===== config.mk =====
export PLATFORM = sky130hd
export DESIGN_NAME = lrts_top
export DESIGN_NICKNAME = d
export VERILOG_FILES = /design/src/rtl/lrts_pkg.sv /design/src/rtl/lrts_channel.sv /design/src/rtl/lrts_top.sv
export VERILOG_INCLUDE_DIRS = /design/src /design/src/rtl
export SDC_FILE = /design/constraint.sdc
export NUM_CORES = 2
export LEC_CHECK = 0
export BUFFER_PORTS_ARGS = -buffer_cell sky130_fd_sc_hd__buf_2
export CORE_MARGIN = 8
export CORE_UTILIZATION = 35
export CTS_BUF_LIST = sky130_fd_sc_hd__clkbuf_8
export CTS_CLUSTER_SIZE = 25
export DETAILED_ROUTE_END_ITERATION = 10
export PLACE_DENSITY_LB_ADDON = 0.08
export SYNTH_ARGS = -nofsm -noshare
export SYNTH_HDL_FRONTEND = slang
export SYNTH_SLANG_ARGS = --single-unit

===== constraint.sdc =====
create_clock -name ref_clk -period 38.8 [get_ports ref_clk]
set_input_delay 1.94 -clock ref_clk [delete_from_list [all_inputs] [get_ports ref_clk]]
set_output_delay 1.94 -clock ref_clk [all_outputs]
set_load 0.02 [all_outputs]

===== src/rtl/lrts_regs.svh =====
// Purpose: offsets, fields, reset values and timing counts of the limit relay block
// Assumes: 32-bit register words on AHB-Lite, byte addresses below
// Notes:   definitions only
`ifndef LRTS_REGS_SVH
`define LRTS_REGS_SVH

// ---------------------------------------------------------------
// timing
// ---------------------------------------------------------------
`define LRTS_CLK_HZ          32'h017d7840
`define LRTS_SEC_S           32'h00000001
`define LRTS_DELAY_STEP_S    32'h00000005
`define LRTS_DELAY_MAX_S     32'h000000fa
`define LRTS_DELAY_STEPS_MAX (`LRTS_DELAY_MAX_S / `LRTS_DELAY_STEP_S)
`define LRTS_TO_STEP_S       32'h00000005
`define LRTS_TO_MIN_S        32'h00000005
`define LRTS_TO_MAX_S        32'h0000003c
`define LRTS_TO_STEPS_MIN    (`LRTS_TO_MIN_S / `LRTS_TO_STEP_S)
`define LRTS_TO_STEPS_MAX    (`LRTS_TO_MAX_S / `LRTS_TO_STEP_S)
`define LRTS_TO_DEF_STEPS    4'h2

// ---------------------------------------------------------------
// register offsets
// ---------------------------------------------------------------
`define LRTS_OFF_CTRL        8'h00
`define LRTS_OFF_STATUS      8'h04
`define LRTS_OFF_DISP_TAG    8'h08
`define LRTS_OFF_DISP_HEX    8'h0c
`define LRTS_OFF_PV          8'h10
`define LRTS_OFF_SV          8'h14
`define LRTS_OFF_TV          8'h18
`define LRTS_OFF_QV          8'h1c
`define LRTS_CH_REGION       3'h1

// ---------------------------------------------------------------
// fields and reset values
// ---------------------------------------------------------------
`define LRTS_CTRL_FRESET     0
`define LRTS_CTRL_TO_LSB     4
`define LRTS_CFG_DIR_MAX     3
`define LRTS_CFG_ACTIVE      4
`define LRTS_CFG_INHIBIT     5
`define LRTS_CFG_FAULT       6
`define LRTS_CFG_DELAY_LSB   8
`define LRTS_CFG_DEF         32'h00000000
`define LRTS_LIM_DEF         32'h000a0050
`define LRTS_CMD_VALUES      8'h03
`define LRTS_RESP_TAG        16'h5243

`endif


===== src/rtl/lrts_pkg.sv =====
// Purpose: types shared by the limit relay block
// Assumes: nothing
// Notes:   numbers live in lrts_regs.svh
package lrts_pkg;

  // ---------------------------------------------------------------
  // types
  // ---------------------------------------------------------------
  typedef enum logic [1:0] {
    LOOP_LOCATE = 2'b00,
    LOOP_POLL   = 2'b01,
    LOOP_BURST  = 2'b10,
    LOOP_MIXED  = 2'b11
  } lrts_loop_type;

  typedef enum logic [1:0] {
    BUS_IDLE  = 2'b00,
    BUS_WDATA = 2'b01,
    BUS_RWAIT = 2'b10,
    BUS_RDATA = 2'b11
  } lrts_bus_type;

  typedef enum logic [2:0] {
    SEL_OFF = 3'b000,
    SEL_PV  = 3'b001,
    SEL_SV  = 3'b010,
    SEL_TV  = 3'b011,
    SEL_QV  = 3'b100
  } lrts_sel_type;

endpackage


===== src/rtl/lrts_channel.sv =====
// Purpose: one relay limit channel with delay timer and restart latch
// Assumes: eval pulses with each new value, sec_tick once a second
// Notes:   signed 16-bit values, trip and hysteresis in the same scale
`timescale 1ns/10ps
`include "lrts_regs.svh"

module lrts_channel import lrts_pkg::*; (
  input  wire logic               ref_clk,
  input  wire logic               rst,
  input  wire logic               eval,
  input  wire logic               sec_tick,
  input  wire logic signed [15:0] value,
  input  wire logic signed [15:0] trip,
  input  wire logic signed [15:0] hyst,
  input  wire logic               enabled,
  input  wire logic               dir_max,
  input  wire logic               active,
  input  wire logic               inhibit,
  input  wire logic               fault_mode,
  input  wire logic               fault_any,
  input  wire logic [7:0]         delay_steps,
  input  wire logic               esc_press,
  output logic                    relay_on_ff,
  output logic                    tripped_ff
);

  logic              viol_ff;
  logic              pend_ff;
  logic [8:0]        secs_ff;
  wire logic         in_use  = enabled | fault_mode;
  wire logic         do_eval = eval | fault_mode;
  wire logic [7:0]   dly_cl  = (delay_steps > 8'(`LRTS_DELAY_STEPS_MAX)) ?
                               8'(`LRTS_DELAY_STEPS_MAX) : delay_steps;
  wire logic [8:0]   delay_s = 9'(dly_cl * 9'(`LRTS_DELAY_STEP_S));
  wire logic signed [16:0] band_lo = 17'(trip) - 17'(hyst);
  wire logic signed [16:0] band_hi = 17'(trip) + 17'(hyst);
  wire logic signed [16:0] val_x   = 17'(value);
  wire logic         over     = value > trip;
  wire logic         under    = value < trip;
  wire logic         safe_lim = dir_max ? (val_x < band_lo) : (val_x > band_hi);
  wire logic         viol_now = fault_mode ? fault_any : (dir_max ? over : under);
  wire logic         safe_now = fault_mode ? !fault_any : safe_lim;
  wire logic         pend_now = tripped_ff ? safe_now : viol_now;
  wire logic         delay_met = fault_mode | (delay_s == 9'h000) | (secs_ff > delay_s);
  wire logic         switch_ok = pend_ff & delay_met;
  wire logic         set_trip  = !tripped_ff & switch_ok;
  wire logic         clr_norm  = tripped_ff & switch_ok & !inhibit;
  wire logic         clr_latch = tripped_ff & inhibit & esc_press & !viol_ff;
  wire logic         nxt_tripped = !in_use ? 1'b0 : set_trip ? 1'b1 :
                                   (clr_norm | clr_latch) ? 1'b0 : tripped_ff;
  wire logic         nxt_relay_on = in_use & (active ? tripped_ff : !tripped_ff);

  // ---------------------------------------------------------------
  // timer and state
  // ---------------------------------------------------------------
  // short excursions reset the timer
  always_ff @(posedge ref_clk or posedge rst) begin
    if (rst) begin
      viol_ff <= 1'b0;
      pend_ff <= 1'b0;
      secs_ff <= 9'h000;
    end else if (nxt_tripped != tripped_ff) begin
      pend_ff <= 1'b0;
      secs_ff <= 9'h000;
    end else if (do_eval) begin
      viol_ff <= viol_now;
      pend_ff <= pend_now;
      if (!pend_now) secs_ff <= 9'h000;
    end else if (sec_tick && pend_ff && secs_ff != 9'h1ff) begin
      secs_ff <= secs_ff + 9'h001;
    end
  end

  always_ff @(posedge ref_clk or posedge rst) begin
    if (rst) begin
      tripped_ff  <= 1'b0;
      relay_on_ff <= 1'b0;
    end else begin
      tripped_ff  <= nxt_tripped;
      relay_on_ff <= nxt_relay_on;
    end
  end
endmodule // lrts_channel


===== src/rtl/lrts_top.sv =====
// Purpose: limit relay trip, status indicators and display status for a loop converter
// Assumes: loop receiver on ref_clk delivers decoded messages; esc_btn is a raw pin
// Notes:   AHB-Lite slave, word access only, reads take one wait state
`timescale 1ns/10ps
`include "lrts_regs.svh"

// Summary of operation
// - relay with neither an assigned variable nor fault mode stays de-energized always
// - each channel holds min/max direction and passive/active operation
// - max and active energizes relay as alarm above trip point
// - max and passive de-energizes relay above trip point, hysteresis band
// - min and active energizes relay as alarm below trip point
// - min and passive de-energizes relay below trip point, hysteresis band
// - trip only after violation lasts longer than response delay
// - untrip only after safe side with hysteresis lasts longer than delay
// - excursions no longer than the delay leave the relay unchanged
// - delay 0 to 250 s in 5 s steps, counted in seconds
// - restart inhibit latches the relay once switched
// - escape or restart releases latch, refused while violation remains
// - fault mode relay shows any device, communication or field device fault, latch refused while fault remains
// - factory reset restores all settings to defaults
// - green off unpowered, blinks in start-up, steady when running
// - red brief blink on single fault, regular blink on bad data
// - red steady on self-test fault and during reset
// - each yellow lit exactly while its relay is energized
// - displayed variables refresh on each value response
// - status and response code bytes shown as hex after a tag
// - loop state is locate, poll, burst or mixed
// - device fault, communication fault and field device failure flagged
// - communication fault when no valid message within 5 to 60 s timeout
module lrts_top import lrts_pkg::*; #(
  parameter int unsigned SEC_CYCLES = `LRTS_CLK_HZ * `LRTS_SEC_S
) (
  input  wire logic        ref_clk,
  input  wire logic        rst,
  input  wire logic        hsel,
  input  wire logic [31:0] haddr,
  input  wire logic [1:0]  htrans,
  input  wire logic        hwrite,
  input  wire logic [2:0]  hsize,
  input  wire logic [31:0] hwdata,
  input  wire logic        hready,
  output logic             hreadyout,
  output logic [31:0]      hrdata,
  output logic             hresp,
  input  wire logic        msg_valid,
  input  wire logic [7:0]  msg_cmd,
  input  wire logic [15:0] val_pv,
  input  wire logic [15:0] val_sv,
  input  wire logic [15:0] val_tv,
  input  wire logic [15:0] val_qv,
  input  wire logic [7:0]  dev_status,
  input  wire logic [7:0]  resp_code,
  input  wire logic        fault_msg,
  input  wire logic        field_dev_fail,
  input  wire logic        locating,
  input  wire logic        burst_seen,
  input  wire logic [7:0]  burst_cmd,
  input  wire logic        startup_busy,
  input  wire logic        self_test_fault,
  input  wire logic        esc_btn,
  output logic [3:0]       relay_out,
  output logic [3:0]       led_yellow,
  output logic             led_green,
  output logic             led_red
);

  // ---------------------------------------------------------------
  // declarations
  // ---------------------------------------------------------------
  lrts_bus_type  state_ff;
  lrts_bus_type  nxt_state;
  logic [7:0]    addr_ff;
  logic [31:0]   hrdata_ff;
  logic [31:0]   cfg_ff [4];
  logic [31:0]   lim_ff [4];
  logic [3:0]    to_steps_ff;
  logic [15:0]   disp_pv_ff;
  logic [15:0]   disp_sv_ff;
  logic [15:0]   disp_tv_ff;
  logic [15:0]   disp_qv_ff;
  logic [7:0]    disp_stat_ff;
  logic [7:0]    disp_rc_ff;
  logic [24:0]   presc_ff;
  logic [5:0]    comm_secs_ff;
  logic          brief_ff;
  logic          esc_meta_ff;
  logic          esc_sync_ff;
  logic          esc_prev_ff;
  logic          green_ff;
  logic          red_ff;
  logic [3:0]    tripped;

  // ---------------------------------------------------------------
  // functions
  // ---------------------------------------------------------------
  function automatic logic [7:0] hex_char(input logic [3:0] n);
    hex_char = (n < 4'ha) ? (8'h30 + 8'(n)) : (8'h37 + 8'(n));
  endfunction

  function automatic logic [15:0] sel_value(input logic [2:0] s);
    case (s)
      SEL_PV:  sel_value = val_pv;
      SEL_SV:  sel_value = val_sv;
      SEL_TV:  sel_value = val_tv;
      SEL_QV:  sel_value = val_qv;
      default: sel_value = 16'h0000;
    endcase
  endfunction

  // ---------------------------------------------------------------
  // timebase and pin synchroniser
  // ---------------------------------------------------------------
  // one tick per second
  wire logic sec_tick  = presc_ff == 25'(SEC_CYCLES - 1);
  wire logic blink     = presc_ff < 25'(SEC_CYCLES / 2);
  wire logic esc_press = esc_sync_ff & !esc_prev_ff;

  always_ff @(posedge ref_clk or posedge rst) begin
    if (rst) begin
      presc_ff    <= 25'h0000000;
      esc_meta_ff <= 1'b0;
      esc_sync_ff <= 1'b0;
      esc_prev_ff <= 1'b0;
    end else begin
      presc_ff    <= sec_tick ? 25'h0000000 : presc_ff + 25'h0000001;
      esc_meta_ff <= esc_btn;
      esc_sync_ff <= esc_meta_ff;
      esc_prev_ff <= esc_sync_ff;
    end
  end

  // ---------------------------------------------------------------
  // bus slave
  // ---------------------------------------------------------------
  // reads wait one cycle so a write just before is always seen
  wire logic       take       = hsel & hready & htrans[1];
  wire logic       wr_now     = state_ff == BUS_WDATA;
  wire logic       ch_hit     = addr_ff[7:5] == `LRTS_CH_REGION;
  wire logic [1:0] ch_idx     = addr_ff[4:3];
  wire logic       freset     = wr_now && addr_ff == `LRTS_OFF_CTRL &&
                                hwdata[`LRTS_CTRL_FRESET];

  always_comb begin
    case (state_ff)
      BUS_RWAIT: nxt_state = BUS_RDATA;
      default:   nxt_state = !take ? BUS_IDLE : hwrite ? BUS_WDATA : BUS_RWAIT;
    endcase
  end

  always_ff @(posedge ref_clk or posedge rst) begin
    if (rst) begin
      state_ff  <= BUS_IDLE;
      addr_ff   <= 8'h00;
      hrdata_ff <= 32'h00000000;
    end else begin
      state_ff <= nxt_state;
      if (take) addr_ff <= {haddr[7:2], 2'b00};
      if (state_ff == BUS_RWAIT) hrdata_ff <= reg_read(addr_ff);
    end
  end

  assign hreadyout = state_ff != BUS_RWAIT;
  assign hrdata    = hrdata_ff;
  assign hresp     = 1'b0;

  // ---------------------------------------------------------------
  // configuration registers
  // ---------------------------------------------------------------
  // direction and operation per channel
  always_ff @(posedge ref_clk or posedge rst) begin
    if (rst) begin
      to_steps_ff <= `LRTS_TO_DEF_STEPS;
      for (int i = 0; i < 4; i++) begin
        cfg_ff[i] <= `LRTS_CFG_DEF;
        lim_ff[i] <= `LRTS_LIM_DEF;
      end
    end else if (freset) begin
      to_steps_ff <= `LRTS_TO_DEF_STEPS;
      for (int i = 0; i < 4; i++) begin
        cfg_ff[i] <= `LRTS_CFG_DEF;
        lim_ff[i] <= `LRTS_LIM_DEF;
      end
    end else if (wr_now) begin
      if (addr_ff == `LRTS_OFF_CTRL) to_steps_ff <= hwdata[`LRTS_CTRL_TO_LSB +: 4];
      if (ch_hit && !addr_ff[2]) cfg_ff[ch_idx] <= hwdata;
      if (ch_hit && addr_ff[2]) lim_ff[ch_idx] <= hwdata;
    end
  end

  // ---------------------------------------------------------------
  // display status
  // ---------------------------------------------------------------
  // refresh on value response
  // a value message starts one evaluation
  wire logic val_strobe = msg_valid && msg_cmd == `LRTS_CMD_VALUES;

  always_ff @(posedge ref_clk or posedge rst) begin
    if (rst) begin
      disp_pv_ff   <= 16'h0000;
      disp_sv_ff   <= 16'h0000;
      disp_tv_ff   <= 16'h0000;
      disp_qv_ff   <= 16'h0000;
      disp_stat_ff <= 8'h00;
      disp_rc_ff   <= 8'h00;
    end else if (val_strobe) begin
      disp_pv_ff   <= val_pv;
      disp_sv_ff   <= val_sv;
      disp_tv_ff   <= val_tv;
      disp_qv_ff   <= val_qv;
      disp_stat_ff <= dev_status;
      disp_rc_ff   <= resp_code;
    end
  end

  // status and code as hex text
  wire logic [31:0] disp_hex = {hex_char(disp_stat_ff[7:4]), hex_char(disp_stat_ff[3:0]),
                                hex_char(disp_rc_ff[7:4]), hex_char(disp_rc_ff[3:0])};

  wire lrts_loop_type loop_state = locating ? LOOP_LOCATE :
                                   !burst_seen ? LOOP_POLL :
                                   (burst_cmd == `LRTS_CMD_VALUES) ? LOOP_BURST : LOOP_MIXED;

  // ---------------------------------------------------------------
  // faults
  // ---------------------------------------------------------------
  // timeout counted in seconds
  wire logic [3:0] to_eff  = (to_steps_ff < 4'(`LRTS_TO_STEPS_MIN)) ? 4'(`LRTS_TO_STEPS_MIN) :
                             (to_steps_ff > 4'(`LRTS_TO_STEPS_MAX)) ? 4'(`LRTS_TO_STEPS_MAX) :
                             to_steps_ff;
  wire logic [5:0] to_secs = 6'(to_eff * 6'(`LRTS_TO_STEP_S));
  wire logic comm_fault    = comm_secs_ff >= to_secs;
  wire logic [2:0] faults  = {field_dev_fail, comm_fault, self_test_fault};
  wire logic fault_any     = |faults;

  always_ff @(posedge ref_clk or posedge rst) begin
    if (rst) begin
      comm_secs_ff <= 6'h00;
    end else if (msg_valid) begin
      comm_secs_ff <= 6'h00;
    end else if (sec_tick && comm_secs_ff != 6'h3f) begin
      comm_secs_ff <= comm_secs_ff + 6'h01;
    end
  end

  // ---------------------------------------------------------------
  // relay channels
  // ---------------------------------------------------------------
  for (genvar g = 0; g < 4; g++) begin : g_ch
    // min passive via same band logic
    lrts_channel u_ch (
      .ref_clk     (ref_clk),
      .rst         (rst),
      .eval        (val_strobe),
      .sec_tick    (sec_tick),
      .value       (sel_value(cfg_ff[g][2:0])),
      .trip        (lim_ff[g][15:0]),
      .hyst        (lim_ff[g][31:16]),
      .enabled     (cfg_ff[g][2:0] != SEL_OFF),
      .dir_max     (cfg_ff[g][`LRTS_CFG_DIR_MAX]),
      .active      (cfg_ff[g][`LRTS_CFG_ACTIVE]),
      .inhibit     (cfg_ff[g][`LRTS_CFG_INHIBIT]),
      .fault_mode  (cfg_ff[g][`LRTS_CFG_FAULT]),
      .fault_any   (fault_any),
      .delay_steps (cfg_ff[g][`LRTS_CFG_DELAY_LSB +: 8]),
      .esc_press   (esc_press),
      .relay_on_ff (relay_out[g]),
      .tripped_ff  (tripped[g])
    );
  end

  // ---------------------------------------------------------------
  // indicators
  // ---------------------------------------------------------------
  // yellow mirrors relay
  assign led_yellow = relay_out;
  assign led_green  = green_ff;
  assign led_red    = red_ff;

  // red steady on self-test and reset
  always_ff @(posedge ref_clk or posedge rst) begin
    if (rst) begin
      brief_ff <= 1'b0;
      green_ff <= 1'b0;
      red_ff   <= 1'b1;
    end else begin
      brief_ff <= fault_msg | (brief_ff & !sec_tick);
      green_ff <= startup_busy ? blink : 1'b1;
      red_ff   <= self_test_fault ? 1'b1 : (comm_fault | field_dev_fail) ? blink : brief_ff;
    end
  end

  // ---------------------------------------------------------------
  // read decode
  // ---------------------------------------------------------------
  function automatic logic [31:0] reg_read(input logic [7:0] a);
    if (a[7:5] == `LRTS_CH_REGION) begin
      reg_read = a[2] ? lim_ff[a[4:3]] : cfg_ff[a[4:3]];
    end else begin
      case (a)
        `LRTS_OFF_CTRL:     reg_read = {24'h000000, to_steps_ff, 4'h0};
        `LRTS_OFF_STATUS:   reg_read = {16'h0000, tripped, relay_out, 2'b00, loop_state,
                                        1'b0, faults};
        `LRTS_OFF_DISP_TAG: reg_read = {16'h0000, `LRTS_RESP_TAG};
        `LRTS_OFF_DISP_HEX: reg_read = disp_hex;
        `LRTS_OFF_PV:       reg_read = {16'h0000, disp_pv_ff};
        `LRTS_OFF_SV:       reg_read = {16'h0000, disp_sv_ff};
        `LRTS_OFF_TV:       reg_read = {16'h0000, disp_tv_ff};
        `LRTS_OFF_QV:       reg_read = {16'h0000, disp_qv_ff};
        default:            reg_read = 32'h00000000;
      endcase
    end
  endfunction
endmodule // lrts_top


==> out/results.tsv <==
metric	value	unit
status	finished, final reports clean	
grt_use_total	24.9	%
cts_buffers	93	
final_nets	4840	
grt_pass1_wl	218	mm
wl_per_cell	26.3	um
r2r_slack	32.68	ns
holdWs	0.348	ns
cts.sinks	469	
htree_num_levels	3	
synth_area	37100	um2
core_area	105000	um2
post_cts_buffers	0	
cts_tree	built	
critPathCaptureType	register	
grt_max_degree	122	
arrival	6.78	ns
vias_per_cell	5.66	
cts-resized-gates	0	
dpl.hpwl	112	mm
rsz0062_at_grt	false	
period_needed	6.12	ns
maxCapViolCount	0	
hold_start	esc_meta_ff	
vdd_drop_max	41.1	uV
gp_congestion	0.943	
rr_endpoint	g_ch[2].u_ch.secs_ff[6]	
layout-drive-gt1-share	14.5	%
synth_cells	4136	
vias	32200	
drt_iter0_drc	2842	
std_cell_rows	119	
first_pass_iters	5	
avgSynthCellArea	8.96	um2
clockRootBuffer	clkbuf_8	
insertion_delay	0.78	ns
cts.reportedPaths.clkPinSlew	0.06	ns
fp.dieH	341	um
yosysUniqueCellTypes	93	
io_pins	222	
antenna_found_initial	4	
synth-edff-count	0	
fmaxAchievable	163	MHz
slew_viol_final	0	
fp.dieArea	117000	um2
worstRegToRegCells	19	
drc	0	
port-buffer-count	190	
max-slew-margin-rel	15.5	%
overflow	0	
ys_async_sr_fraction	100	%
tightest_slew	1.27	ns
power_density	92.0	nW/um2
synthToLayoutAreaGrowth	11.4	%
cp.required	39.45	ns
fin_worst_skew	0.0663	ns
holdPathEnd	esc_sync_ff	
whs_path_depth	0	
reg2reg_from	cfg_ff[42]	
cts_hold_buf	0	
p_leak	19.7	nW
min_period_over_period	15.8	%
fillCellCount	10800	
drt.antenna.violating_nets	0	
setup_violations	0	
min_path_type	reg -> reg	
cts_buffer_depth	3	
initial_core_util	35.3	%
die_w	341	um
critPathKind	reg -> reg	
ys_ff_latch	469	
cp_max_fo	10	
yosysWarnings	0	
finalHoldViolCount	0	
yosysSeqAreaShare	31.7	%
wl	150	mm
synthFlopType	dfrtp_1	
final.setup.tns	0	ns
first_global_vias	31800	
cp-start-kind	register	
[routing by layer]
| metal | up-vias | wire length [um] | global-route usage, % |
|---|---|---|---|
| li1 | 15100 | - | - |
| met1 | 16000 | 69400 | 34.8 |
| met2 | 928 | 65800 | 38.6 |
| met3 | 196 | 9200 | 4.44 |
| met4 | 0 | 5590 | 9.01 |
| met5 | - | 0 | 0 |
[metrics by stage]
step / cell area (um2) / setup slack (ns) / power [W] / cells / util, %
finish: 41300 / 32.68 / 0.00380 / 5697 / 39.3
global route: 41300 / 32.13 / 0.00412 / 5695 / 39.3
CTS: 41300 / 32.56 / 0.00380 / 5694 / 39.3
detailed placement: 39300 / 32.60 / 0.00324 / 5526 / 37.4
global placement: 39300 / 32.63 / 0.00323 / 5526 / 37.4
floorplan: 37100 / 23.81 / 0.00248 / 4144 / -
[critical path, cell delays in order, from the launching register on]
cell	delay, ns
dfrtp_1	0.49
a211o_1	0.31
a311oi_1	0.63
nor2b_1	0.33
inv_1	0.07
ha_1	0.29
ha_1	0.23
a21o_1	0.18
a21oi_1	0.27
nor4_1	0.08
a2111oi_0	0.63
ha_1	0.39
a211o_1	0.31
a21oi_1	0.10
o21ai_0	0.09
a22oi_1	0.27
nand2_1	0.11
a21oi_1	0.69
nand2_1	0.38
nor2_1	0.18
[where the power goes]
part	internal [W]	switching (W)
Sequential	0.000636	0.000246
Clock	0.000293	0.000247
Combinational	0.000994	0.00138
Total	0.00192	0.00188
[cell usage after synthesis (all sizes together) (26+ instances only)]
| master | count | area share, % |
|---|---|---|
| mux2 | 86 | 2.6 |
| buf | 42 | 0.57 |
| nand2 | 547 | 5.5 |
| mux4 | 77 | 4.7 |
| and3 | 43 | 0.73 |
| ha | 419 | 14 |
| a21oi | 349 | 4.7 |
| a21o | 45 | 0.91 |
| nor2b | 58 | 0.98 |
| nor3 | 67 | 0.90 |
| nor2 | 203 | 2.1 |
| mux2i | 96 | 2.6 |
| nand3 | 103 | 1.4 |
| inv | 260 | 2.6 |
| nand4 | 56 | 0.95 |
| a22oi | 70 | 1.4 |
| a31oi | 26 | 0.44 |
| o22ai | 68 | 1.1 |
| a211oi | 29 | 0.59 |
| or3 | 27 | 0.46 |
| xnor2 | 108 | 2.6 |
| a22o | 61 | 1.4 |
| o211ai | 34 | 0.69 |
| o21a | 41 | 0.83 |
| dfrtp | 451 | 30 |
| nand2b | 43 | 0.73 |
| xor2 | 60 | 1.4 |
| clkbuf | 217 | 2.3 |
| o21ai | 134 | 1.8 |
[state kept, by name, summed over array words and instances (netlist names), 16 cells and up]
name               cells
hrdata                32
g_ch.u_ch.secs_ff     36
lim_ff               128
cfg_ff               128
presc_ff              25
disp_qv_ff            16
disp_pv_ff            16
disp_sv_ff            16
disp_tv_ff            16
[cell families (layout without fill, tap and decap cells)]
logic type | after synthesis | in the layout | share of synthesized area [%]
and+or+nand+nor | 1242 | 1242 | 15.6
AOI/OAI and AO/OA | 1045 | 1045 | 18.5
buffers and inverters | 520 | 679 | 5.48
DFF | 469 | 469 | 31.7
adders and majority gates | 432 | 432 | 14.8
muxes | 259 | 259 | 9.89
xor gates and xnor gates | 168 | 168 | 3.97
other | 1 | 12 | 0.0101
[cell usage in the layout (no fill, tap or decap), types with 42 or more instances in the layout]
cell      instances
a21o_1           45
a21oi_1         349
a22o_1           61
a22oi_1          70
and3_1           43
buf_2           190
buf_4            59
clkbuf_8        116
dfrtp_1         448
ha_1            419
inv_1           286
mux2_2           85
mux2i_1          96
mux4_2           77
nand2_1         544
nand2b_1         42
nand3_1         102
nand4_1          56
nor2_1          195
nor2b_1          57
nor3_1           63
o21ai_0         127
o22ai_1          68
xnor2_1         108
xor2_1           60
[worst max-delay path by stage]
stage | from | to | slack, ns | cells after the start
floorplan | rst | addr_ff[2] | 23.81 | 1
global placement | val_qv[3] | g_ch[2].u_ch.secs_ff[2] | 32.63 | 13
detailed placement | val_qv[3] | g_ch[2].u_ch.secs_ff[4] | 32.60 | 13
CTS | cfg_ff[42] | g_ch[2].u_ch.secs_ff[6] | 32.56 | 19
global route | cfg_ff[42] | g_ch[2].u_ch.secs_ff[6] | 32.13 | 19
finish | cfg_ff[42] | g_ch[2].u_ch.secs_ff[6] | 32.68 | 19
[layout make-up]
| cell class | instances | area, um2 | share of cell area, % |
|---|---|---|---|
| Multi-Input combinational cell | 3155 | 23400 | 56.7 |
| Sequential cell | 469 | 11800 | 28.5 |
| Tap cell | 1391 | 1740 | 4.22 |
| Clock buffer | 116 | 1600 | 3.87 |
| Timing Repair Buffer | 250 | 1410 | 3.42 |
| Inverter | 261 | 987 | 2.39 |
| Clock inverter | 52 | 373 | 0.903 |
| Antenna cell | 3 | 7.51 | 0.0182 |
Note: power is estimated with default switching activity, not from simulation.
